--- src/hw/bcsc_pkg.sv ---
/*
 * Package of the boost converter switch control block: timing constants,
 * frequency codes, command and status carriers.
 * Assumes a 100 MHz core clock; the period, filter and on/off cycle counts are derived from it here.
 */
// Function
// With the mode strap low the controller regulates by fixed-frequency pulse width modulation.
// With the mode strap high the controller regulates by constant on-time pulse frequency mode.
// The sawtooth runs at 150 kHz after reset and the frequency field selects up to 300 kHz.
// In fixed-frequency mode the gate is on while the error amplifier is above the ramp.
// In constant on-time mode the gate is on during on time and goes off on current limit or off time.
// On/off periods repeat while the output is below target and stop once it is above target.
// A current limit during on time keeps the oscillator off until the next on interval.
// Writing the converter enable bit to one starts a soft start.
// During soft start the duty begins small and grows gradually instead of jumping to full.
// Filtered over-current sets a flag that turns the gate off and stays while the condition lasts.
// Over-current lasting 16 switching cycles sets a shutdown latch that only reset clears.
// The current sense input is filtered by about 500 ns so that short glitches are ignored.
// The gate stays off below the supply power-off threshold until the power-on threshold is passed.
// Analog comparator outputs are synchronised before use and over-current persistence counts switching cycles.

`default_nettype none

package bcsc_pkg;

	// ***************************************************************
	// Clock and timing
	// ***************************************************************
	localparam int unsigned CLK_HZ         = 100_000_000;
	localparam int unsigned CLK_PERIOD_NS  = 10;
	localparam int unsigned CURRENT_SENSE_INPUT_FILT_NS = 500;
	localparam int unsigned CURRENT_SENSE_INPUT_FILT_CYC =
		(CURRENT_SENSE_INPUT_FILT_NS + CLK_PERIOD_NS - 1) / CLK_PERIOD_NS;
	localparam int unsigned TON_NS         = 2000;
	localparam int unsigned TOFF_NS        = 1000;
	localparam int unsigned TON_CYC        = TON_NS / CLK_PERIOD_NS;
	localparam int unsigned TOFF_CYC       = TOFF_NS / CLK_PERIOD_NS;
	localparam int unsigned OC_LIMIT_CYC   = 16;

	// ***************************************************************
	// Switching frequencies
	// ***************************************************************
	localparam int unsigned FREQ0_HZ = 150_000;
	localparam int unsigned FREQ1_HZ = 200_000;
	localparam int unsigned FREQ2_HZ = 250_000;
	localparam int unsigned FREQ3_HZ = 300_000;
	localparam int unsigned PER0_CYC = CLK_HZ / FREQ0_HZ;
	localparam int unsigned PER1_CYC = CLK_HZ / FREQ1_HZ;
	localparam int unsigned PER2_CYC = CLK_HZ / FREQ2_HZ;
	localparam int unsigned PER3_CYC = CLK_HZ / FREQ3_HZ;

	typedef enum logic [1:0] {
		BCSC_F150 = 2'h0,
		BCSC_F200 = 2'h1,
		BCSC_F250 = 2'h2,
		BCSC_F300 = 2'h3
	} bcsc_freq_t;

	// ***************************************************************
	// Reset values
	// ***************************************************************
	localparam logic       ENABLE_RST = 1'b0;
	localparam bcsc_freq_t FREQ_RST   = BCSC_F150;

	// ***************************************************************
	// Carriers
	// ***************************************************************
	typedef struct packed {
		logic       converter_enable_bit;
		bcsc_freq_t switch_frequency_field;
	} bcsc_ctrl_cmd_t;

	typedef struct packed {
		logic pfm_mode;
		logic running;
		logic soft_start;
		logic over_current;
		logic uvlo;
		logic shutdown_latched;
	} bcsc_status_t;

endpackage : bcsc_pkg

`default_nettype wire

--- src/hw/bcsc_sync_filter.sv ---
/*
 * Two-flop synchroniser followed by a stability filter for one
 * asynchronous comparator or pad level.
 * Assumes rst_n_in is already synchronous to clk_in.
 */
`timescale 1ns/1ns
`default_nettype none

module bcsc_sync_filter #(
	parameter int unsigned STABLE_CYC = 1,
	parameter logic        RST_VAL    = 1'b0
) (
	// Clock and reset
	input  wire logic clk_in,
	input  wire logic rst_n_in,
	input  wire logic clk_en_in,
	// Level
	input  wire logic async_in,
	output logic      level_out
);

	localparam int unsigned CW = $clog2(STABLE_CYC + 1);

	logic          meta_ff;
	logic          sync_ff;
	logic          level_ff;
	logic [CW-1:0] cnt_ff;
	logic          nxt_level;
	logic [CW-1:0] nxt_cnt;

	// ***************************************************************
	// Level follows only after STABLE_CYC agreeing samples
	// ***************************************************************
	always_comb begin
		nxt_level = level_ff;
		nxt_cnt   = '0;
		if (sync_ff != level_ff) begin
			if (cnt_ff >= CW'(STABLE_CYC - 1)) begin
				nxt_level = sync_ff;
			end else begin
				nxt_cnt = cnt_ff + 1'b1;
			end
		end
	end

	always_ff @(posedge clk_in or negedge rst_n_in) begin
		if (!rst_n_in) begin
			meta_ff  <= RST_VAL;
			sync_ff  <= RST_VAL;
			level_ff <= RST_VAL;
			cnt_ff   <= '0;
		end else if (clk_en_in) begin
			meta_ff  <= async_in;
			sync_ff  <= meta_ff;
			level_ff <= nxt_level;
			cnt_ff   <= nxt_cnt;
		end
	end

	assign level_out = level_ff;

endmodule : bcsc_sync_filter

`default_nettype wire

--- src/hw/bcsc_switch_ctrl.sv ---
/*
 * Boost converter switch control: PWM and constant on-time regulation,
 * soft start, over-current flag and shutdown latch, supply lockout.
 * Assumes comparator and pad inputs are asynchronous and the command
 * strobe comes from logic on clk_in.
 */
`timescale 1ns/1ns
`default_nettype none

module bcsc_switch_ctrl #(
	parameter int unsigned CNT_W   = 10,
	parameter int unsigned SS_STEP = 1
) (
	// Clock, reset, enable
	input  wire logic                    clk_in,
	input  wire logic                    reset_n_in,
	input  wire logic                    clk_en_in,
	// Strap pad
	input  wire logic                    mode_strap_in,
	// Converter control command
	input  wire logic                    cmd_wr_in,
	input  wire bcsc_pkg::bcsc_ctrl_cmd_t cmd_in,
	// Analog comparators
	input  wire logic                    error_amp_above_ramp_in,
	input  wire logic                    feedback_below_target_in,
	input  wire logic                    current_sense_over_in,
	input  wire logic                    supply_above_off_in,
	input  wire logic                    supply_above_on_in,
	// Gate and ramp
	output logic                         gate_drive_out,
	output logic [CNT_W-1:0]             ramp_count_out,
	// Status
	output bcsc_pkg::bcsc_status_t       status_out
);

	typedef enum logic [2:0] {
		ST_OFF,
		ST_PWM,
		ST_PFM_IDLE,
		ST_PFM_ON,
		ST_PFM_OFF
	} bcsc_state_t;

	// ***************************************************************
	// Reset release
	// ***************************************************************
	logic rst_meta_ff;
	logic rst_n_ff;

	always_ff @(posedge clk_in or negedge reset_n_in) begin
		if (!reset_n_in) begin
			rst_meta_ff <= 1'b0;
			rst_n_ff    <= 1'b0;
		end else begin
			rst_meta_ff <= 1'b1;
			rst_n_ff    <= rst_meta_ff;
		end
	end

	// ***************************************************************
	// Synchronised inputs
	// ***************************************************************
	logic strap_pfm;
	logic amp_above;
	logic below_target;
	logic oc_filt;
	logic sup_above_off;
	logic sup_above_on;

	bcsc_sync_filter #(.STABLE_CYC(1), .RST_VAL(1'b0)) u_strap (
		.clk_in   (clk_in),
		.rst_n_in (rst_n_ff),
		.clk_en_in(clk_en_in),
		.async_in (mode_strap_in),
		.level_out(strap_pfm)
	);

	bcsc_sync_filter #(.STABLE_CYC(1), .RST_VAL(1'b0)) u_amp (
		.clk_in   (clk_in),
		.rst_n_in (rst_n_ff),
		.clk_en_in(clk_en_in),
		.async_in (error_amp_above_ramp_in),
		.level_out(amp_above)
	);

	bcsc_sync_filter #(.STABLE_CYC(1), .RST_VAL(1'b0)) u_reg (
		.clk_in   (clk_in),
		.rst_n_in (rst_n_ff),
		.clk_en_in(clk_en_in),
		.async_in (feedback_below_target_in),
		.level_out(below_target)
	);

	bcsc_sync_filter #(
		.STABLE_CYC(bcsc_pkg::CURRENT_SENSE_INPUT_FILT_CYC),
		.RST_VAL   (1'b0)
	) u_current_sense_input (
		.clk_in   (clk_in),
		.rst_n_in (rst_n_ff),
		.clk_en_in(clk_en_in),
		.async_in (current_sense_over_in),
		.level_out(oc_filt)
	);

	bcsc_sync_filter #(.STABLE_CYC(1), .RST_VAL(1'b0)) u_sup_off (
		.clk_in   (clk_in),
		.rst_n_in (rst_n_ff),
		.clk_en_in(clk_en_in),
		.async_in (supply_above_off_in),
		.level_out(sup_above_off)
	);

	bcsc_sync_filter #(.STABLE_CYC(1), .RST_VAL(1'b0)) u_sup_on (
		.clk_in   (clk_in),
		.rst_n_in (rst_n_ff),
		.clk_en_in(clk_en_in),
		.async_in (supply_above_on_in),
		.level_out(sup_above_on)
	);

	// ***************************************************************
	// Helpers
	// ***************************************************************
	function automatic logic [CNT_W-1:0] period_cyc(input bcsc_pkg::bcsc_freq_t f);
		case (f)
			bcsc_pkg::BCSC_F150: period_cyc = CNT_W'(bcsc_pkg::PER0_CYC);
			bcsc_pkg::BCSC_F200: period_cyc = CNT_W'(bcsc_pkg::PER1_CYC);
			bcsc_pkg::BCSC_F250: period_cyc = CNT_W'(bcsc_pkg::PER2_CYC);
			bcsc_pkg::BCSC_F300: period_cyc = CNT_W'(bcsc_pkg::PER3_CYC);
			default:             period_cyc = CNT_W'(bcsc_pkg::PER0_CYC);
		endcase
	endfunction : period_cyc

	function automatic logic [CNT_W-1:0] sat_step(input logic [CNT_W-1:0] v,
	                                              input logic [CNT_W-1:0] lim);
		if (v >= lim - CNT_W'(SS_STEP)) begin
			sat_step = lim;
		end else begin
			sat_step = v + CNT_W'(SS_STEP);
		end
	endfunction : sat_step

	localparam logic [CNT_W-1:0] TON_C  = CNT_W'(bcsc_pkg::TON_CYC);
	localparam logic [CNT_W-1:0] TOFF_C = CNT_W'(bcsc_pkg::TOFF_CYC);
	localparam logic [4:0]       OC_LIM = 5'(bcsc_pkg::OC_LIMIT_CYC);

	// ***************************************************************
	// Control state
	// ***************************************************************
	bcsc_state_t          state_ff,  nxt_state;
	logic                 enable_ff, nxt_enable;
	bcsc_pkg::bcsc_freq_t freq_ff,   nxt_freq;
	logic                 pfm_ff,    nxt_pfm;
	logic                 uvlo_ok_ff, nxt_uvlo_ok;
	logic                 latch_ff,  nxt_latch;
	logic [4:0]           oc_cnt_ff, nxt_oc_cnt;
	logic [CNT_W-1:0]     cnt_ff,    nxt_cnt;
	logic [CNT_W-1:0]     ss_ff,     nxt_ss;
	logic                 gate_ff,   nxt_gate;
	logic [CNT_W-1:0]     period;
	logic                 run_ok;
	logic                 cycle_start;

	assign period = period_cyc(freq_ff);
	assign run_ok = enable_ff && uvlo_ok_ff && !latch_ff; // see

	always_comb begin
		nxt_state   = state_ff;
		nxt_enable  = enable_ff;
		nxt_freq    = freq_ff;
		nxt_pfm     = pfm_ff;
		nxt_latch   = latch_ff;
		nxt_oc_cnt  = oc_cnt_ff;
		nxt_cnt     = cnt_ff;
		nxt_ss      = ss_ff;
		nxt_gate    = 1'b0;
		cycle_start = 1'b0;
		nxt_uvlo_ok = uvlo_ok_ff;

		// Supply lockout with hysteresis
		if (!sup_above_off) begin
			nxt_uvlo_ok = 1'b0;
		end else if (sup_above_on) begin
			nxt_uvlo_ok = 1'b1;
		end

		// Converter control command
		if (cmd_wr_in) begin
			nxt_enable = cmd_in.converter_enable_bit;
			nxt_freq   = cmd_in.switch_frequency_field;
		end

		case (state_ff)
			ST_OFF: begin
				nxt_cnt = '0;
				nxt_ss  = '0;
				nxt_pfm = strap_pfm;
				if (run_ok) begin
					nxt_state = strap_pfm ? ST_PFM_IDLE : ST_PWM; // see
				end
			end
			ST_PWM: begin
				if (cnt_ff >= period - 1'b1) begin
					nxt_cnt     = '0;
					nxt_ss      = sat_step(ss_ff, period);
					cycle_start = 1'b1;
				end else begin
					nxt_cnt = cnt_ff + 1'b1;
				end
				nxt_gate = amp_above && (cnt_ff < ss_ff) && !oc_filt; // see see
			end
			ST_PFM_IDLE: begin
				nxt_cnt = '0;
				if (below_target) begin
					nxt_state   = ST_PFM_ON;
					cycle_start = 1'b1;
					nxt_gate    = !oc_filt && (ss_ff != '0);
				end
			end
			ST_PFM_ON: begin
				if (oc_filt || cnt_ff >= TON_C - 1'b1) begin
					nxt_state = ST_PFM_OFF; // see
					nxt_cnt   = '0;
					nxt_ss    = sat_step(ss_ff, TON_C);
				end else begin
					nxt_cnt  = cnt_ff + 1'b1;
					nxt_gate = (cnt_ff + 1'b1) < ss_ff; // see
				end
			end
			ST_PFM_OFF: begin
				if (cnt_ff >= TOFF_C - 1'b1) begin
					nxt_cnt = '0;
					if (below_target) begin
						nxt_state   = ST_PFM_ON;
						cycle_start = 1'b1;
						nxt_gate    = !oc_filt && (ss_ff != '0);
					end else begin
						nxt_state = ST_PFM_IDLE;
					end
				end else begin
					nxt_cnt = cnt_ff + 1'b1;
				end
			end
			default: begin
				nxt_state = ST_OFF;
			end
		endcase

		// Over-current persistence in switching cycles
		if (!oc_filt) begin
			nxt_oc_cnt = '0;
		end else if (cycle_start && oc_cnt_ff < OC_LIM) begin
			nxt_oc_cnt = oc_cnt_ff + 1'b1;
		end
		if (nxt_oc_cnt >= OC_LIM) begin
			nxt_latch = 1'b1;
		end

		if (!run_ok || nxt_latch || state_ff == ST_OFF) begin
			nxt_gate = 1'b0; // see
			if (state_ff != ST_OFF) begin
				nxt_state = ST_OFF;
			end
		end
		if (oc_filt) begin
			nxt_gate = 1'b0;
		end
	end

	always_ff @(posedge clk_in or negedge rst_n_ff) begin
		if (!rst_n_ff) begin
			state_ff   <= ST_OFF;
			enable_ff  <= bcsc_pkg::ENABLE_RST;
			freq_ff    <= bcsc_pkg::FREQ_RST;
			pfm_ff     <= 1'b0;
			uvlo_ok_ff <= 1'b0;
			latch_ff   <= 1'b0;
			oc_cnt_ff  <= '0;
			cnt_ff     <= '0;
			ss_ff      <= '0;
			gate_ff    <= 1'b0;
		end else if (clk_en_in) begin
			state_ff   <= nxt_state;
			enable_ff  <= nxt_enable;
			freq_ff    <= nxt_freq;
			pfm_ff     <= nxt_pfm;
			uvlo_ok_ff <= nxt_uvlo_ok;
			latch_ff   <= nxt_latch;
			oc_cnt_ff  <= nxt_oc_cnt;
			cnt_ff     <= nxt_cnt;
			ss_ff      <= nxt_ss;
			gate_ff    <= nxt_gate;
		end
	end

	// ***************************************************************
	// Outputs
	// ***************************************************************
	logic                  ss_active;
	bcsc_pkg::bcsc_status_t status_ff;

	assign ss_active = (state_ff == ST_PWM) ? (ss_ff < period) :
	                   (state_ff != ST_OFF) ? (ss_ff < TON_C) : 1'b0;

	always_ff @(posedge clk_in or negedge rst_n_ff) begin
		if (!rst_n_ff) begin
			status_ff <= '0;
		end else if (clk_en_in) begin
			status_ff.pfm_mode         <= pfm_ff;
			status_ff.running          <= (state_ff != ST_OFF);
			status_ff.soft_start       <= ss_active;
			status_ff.over_current     <= oc_filt;
			status_ff.uvlo             <= !uvlo_ok_ff;
			status_ff.shutdown_latched <= latch_ff;
		end
	end

	assign gate_drive_out = gate_ff;
	assign ramp_count_out = cnt_ff;
	assign status_out     = status_ff;

endmodule : bcsc_switch_ctrl

`default_nettype wire

--- config.mk ---
export PLATFORM = sky130hd
export DESIGN_NAME = bcsc_switch_ctrl
export DESIGN_NICKNAME = d
export VERILOG_FILES = /design/src/hw/bcsc_pkg.sv /design/src/hw/bcsc_sync_filter.sv /design/src/hw/bcsc_switch_ctrl.sv
export SDC_FILE = /design/constraint.sdc
export NUM_CORES = 1
export LEC_CHECK = 0
export BUFFER_PORTS_ARGS = -buffer_cell sky130_fd_sc_hd__clkbuf_2
export CORE_ASPECT_RATIO = 0.75
export CORE_UTILIZATION = 40
export DETAILED_ROUTE_END_ITERATION = 7
export PLACE_DENSITY = 0.71
export SYNTH_ARGS = -nofsm -noshare
export SYNTH_HDL_FRONTEND = slang
export SYNTH_SLANG_ARGS = --single-unit
--- constraint.sdc ---
create_clock -name clk_in -period 2 [get_ports clk_in]
set_input_delay 0.4 -clock clk_in [delete_from_list [all_inputs] [get_ports clk_in]]
set_output_delay 0.4 -clock clk_in [all_outputs]
set_load 0.02 [all_outputs]
==> key figures <==
Die
  – Core area: 11,190 um2
  – Initial Utilization: a little over two fifths
  – Die X: approximately 130 um
  – Chip height: between 90 and 100 um
  – DIE AREA: approximately 12,000 um2
  – Row Count: 33
  – IO Count: 30

Logic synthesis
  – Syn Nets: 578
  – Cells after synthesis: just over 500
  – Sequential area share after synthesis: a little over a third
  – Most numerous cell in the Yosys netlist: dfrtp_1
  – Simple-gate area share of the yosys netlist: between 15 and 20%
  – Most common library cells after synthesis: dfrtp_1 (67), ha_1 (57), nand2_1 (53)
  – Yosys top cell area share: a little over a third
  – Synth Area in Compound Gates: slightly below 20%
  – Yosys Warn Count: 0
  – Cell variety after synth: between 60 and 70
  – Synth top area cells: dfrtp_1 (36%), ha_1 (15%), mux2_2 (5.7%)
  – Cell Area, Synth: ~4700 um2
  – XOR/XNOR Fraction of Synth Area: under 10%
  – Synth area leader: dfrtp_1
  – Multiplexer share of the synthesized area: under 10%
  – Largest family of logic cells by synthesized area: compound AO/OA/AOI/OAI gates
  – Mean post-synth cell area: around 9.3 um2
  – EDFF count, synth: 0
  – Asr flop ratio synth: 100.0%
  – Top_reg_cell synth: dfrtp_1
  – Seq cells post-synth: between 60 and 70
  – Synth Area in Adders: between 10% and 20%

Power
  – Net Switching: roughly 1.7 mW
  – Pint: ~3.4 mW
  – Sw Ratio: between 30% and 40%
  – Peak supply drop: 0.7579 mV
  – Tot Pwr: 5.119 mW
  – LEAKAGE: roughly 2.9 nW
  – Combinational group share of total power: approximately a third
  – Pwr dens: about 770 nW/um2
  – Clock share of power: between 30% and 40%
  – Register share of total power: between 30% and 40%

Min path
  – Hold Path Class: register to asynchronous set/reset pin

STA
  – Period utilisation layout: 130.8%
  – Sum Neg Setup Slack: -15,220 ps
  – Least-Margin Pin Slew: about 500 ps
  – Setup slack after layout: -615.3 ps
  – Fmax: 382.4 MHz
  – Pins over their slew limit: 0
  – Relative slew slack: roughly 66%
  – Worst clock skew: 7.347 ps
  – Final Hold Viols: 0
  – Post-layout min period: ~2600 ps
  – WHS: approximately 210 ps
  – Final setup viols: 30
  – RSZ-0062 raised after global routing: true

Routing
  – TritonRoute pass-1 iters: 7
  – Drt drc: 1
  – Iter 0 DRT Violations: about 250
  – Drt via density: 5.646
  – Post-DRT Antenna Nets: 0
  – DR WL/cell: around 18 um
  – Routed WL: between 10 and 15 mm
  – Vias: between 4k and 5k

Final layout
  – Design area: ~6600 um2
  – Antenna cells: 0
  – Nets: roughly 700
  – Post-route insts no fill: roughly 790
  – Filler cells: 900
  – Finished Core Util: between 50% and 60%
  – Area delta synth->final: 40.55%
  – Layout cells sized above 1: between 40 and 50%

Worst setup path
  – Critical R2R Capture: ramp_count_out[6]
  – Critical path endpoint category: register
  – Startpoint Class: register
  – Critical path class: register to register
  – Crit path DAT: 2880 ps
  – RR Startpoint: freq_ff[0]
  – Worst Reg-to-Reg Cells: 11
  – Crit Path Max Fanout: 8
  – Reg2Reg Setup Slack: -620 ps
  – Worst EP required: roughly 2300 ps

Clocking
  – Clock latency on the worst-skew pair: ~350 ps
  – CTS tree: done
  – CTS HTree Levels: 3
  – TritonCTS Buffers: 9
  – Max Buffers Root-to-Sink: 2
  – Clk sinks: 67
  – Root Buffer: clkbuf_16
  – Reg clk slew, reported paths: 60 ps

Place
  – Port-buffer cells: 29
  – Final Wtd Congestion: between 0.9 and 1
  – Final HPWL DP: approximately 10 mm
  – Worst slack, placed: -679.9 ps
  – Placed inst area: 5791 um2
  – Cells after DPL: approximately 760

Global route
  – All-Layer GR Usage: 24.58%
  – Largest net degree at the start of global routing: 49
  – Gr ovfl total: 0
  – Vias in the first global route: 4,480
  – Antenna violations before repair: 0
  – Global-route wire length before repair: approximately 23 mm

Status
  – Violated checks: DRC, setup timing
  – Status: complete, but fails checks

Flow run
  – Total of max-cap violations: 0
logic make-up (layout without fill, tap and decap cells):
logic type,count (synthesis),count (layout)
other,1,1
XOR/XNOR,15,15
AND/OR/NAND/NOR,156,156
flip-flops,67,67
AO/OA/AOI/OAI,134,134
buffers and inverters,53,182
multiplexers,25,25
adder cells (fa/ha/maj),57,57
cells in the final DEF, fill, tap and decap left out, types with 3 or more instances in the layout:
| cell type | Yosys | routed |
|---|---|---|
| ha_2 | 0 | 4 |
| nor2_1 | 24 | 19 |
| buf_4 | 2 | 92 |
| inv_2 | 0 | 3 |
| and2_1 | 5 | 4 |
| mux2_2 | 24 | 23 |
| nand3_4 | 0 | 3 |
| nor2b_1 | 6 | 5 |
| nand3_1 | 22 | 17 |
| ha_4 | 0 | 10 |
| a31oi_1 | 6 | 3 |
| nor3_1 | 10 | 9 |
| xor2_1 | 5 | 4 |
| xnor2_1 | 10 | 8 |
| o211ai_1 | 8 | 8 |
| clkbuf_16 | 0 | 9 |
| o21ai_1 | 9 | 15 |
| a21oi_2 | 0 | 6 |
| a31oi_4 | 1 | 3 |
| o21a_1 | 9 | 9 |
| and3_1 | 7 | 7 |
| buf_12 | 0 | 4 |
| clkbuf_8 | 0 | 3 |
| o21ai_0 | 30 | 20 |
| nand4_1 | 5 | 5 |
| a21oi_1 | 24 | 18 |
| dfrtp_2 | 0 | 9 |
| a21o_1 | 3 | 3 |
| inv_1 | 31 | 26 |
| nor2_4 | 0 | 3 |
| or3_1 | 5 | 5 |
| o221ai_1 | 6 | 5 |
| ha_1 | 57 | 43 |
| o21ai_2 | 1 | 5 |
| buf_6 | 1 | 9 |
| nand2b_1 | 4 | 4 |
| nand2_1 | 53 | 51 |
| dfrtp_1 | 67 | 58 |
| clkbuf_2 | 0 | 29 |
worst max-delay path by stage:
stage	end	slack (ps)	cells after the start	startpoint
2_1_floorplan	ss_ff[4]	-620	12	freq_ff[0]
3_3_place_gp	ss_ff[5]	-600	10	freq_ff[0]
3_5_place_dp	oc_cnt_ff[2]	-680	11	freq_ff[1]
4_1_cts	ramp_count_out[6]	-610	12	freq_ff[1]
5_1_grt	ramp_count_out[6]	-710	12	freq_ff[1]
6_report	ramp_count_out[6]	-620	11	freq_ff[0]
repair_timing:
item,CTS,global route
setup buffers,18,0
gates resized for setup,54,15
hold buffers,1,0
setup endpoints to repair,31,31
pin swaps,37,16
endpoints found under the hold margin,2,0
routing by layer:
metal,global-route usage (%),up-vias,wire length (um)
met3,5.447,37,952
met1,31.66,2174,6207
met4,11.21,0,408
li1,-,2105,-
met5,0,-,0
met2,39.88,167,6550
power groups by stage:
stage                     clock network, mW  logic, mW  registers (mW)
after floorplan                           0      0.914            1.70
after global placement                    0       1.47            1.65
after detailed placement                  0       1.52            1.67
after CTS                              1.71       1.71            1.65
after global routing                   1.76       1.93            1.67
final                                  1.69       1.77            1.65
flip-flops by register name (all words and copies together) (netlist names), 2 cells and up:
register,flops
ss_ff,10
status_out,6
state_ff,3
freq_ff,2
u_current_sense_input.cnt_ff,6
oc_cnt_ff,5
ramp_count_out,10
worst max-delay path: stages (launching register included):
cell	delay, ps
dfrtp_2	440
buf_4	160
ha_4	170
ha_4	240
a2111oi_4	290
o21ai_2	130
buf_4	160
a31o_4	210
a21oi_2	160
o31a_1	300
nor2_4	110
o211ai_1	170
final cells by class:
type	instances	area (um2)	area share, %
multi-input cells	388	3251	49.19
flip-flops and latches	67	1688	25.54
repair buffers	135	1027	15.54
clock buffers	12	266.5	4.033
well taps	157	196.4	2.972
inverters	31	123.9	1.874
clock inverters	4	56.30	0.8519
Power figures use the tool's default switching activity.
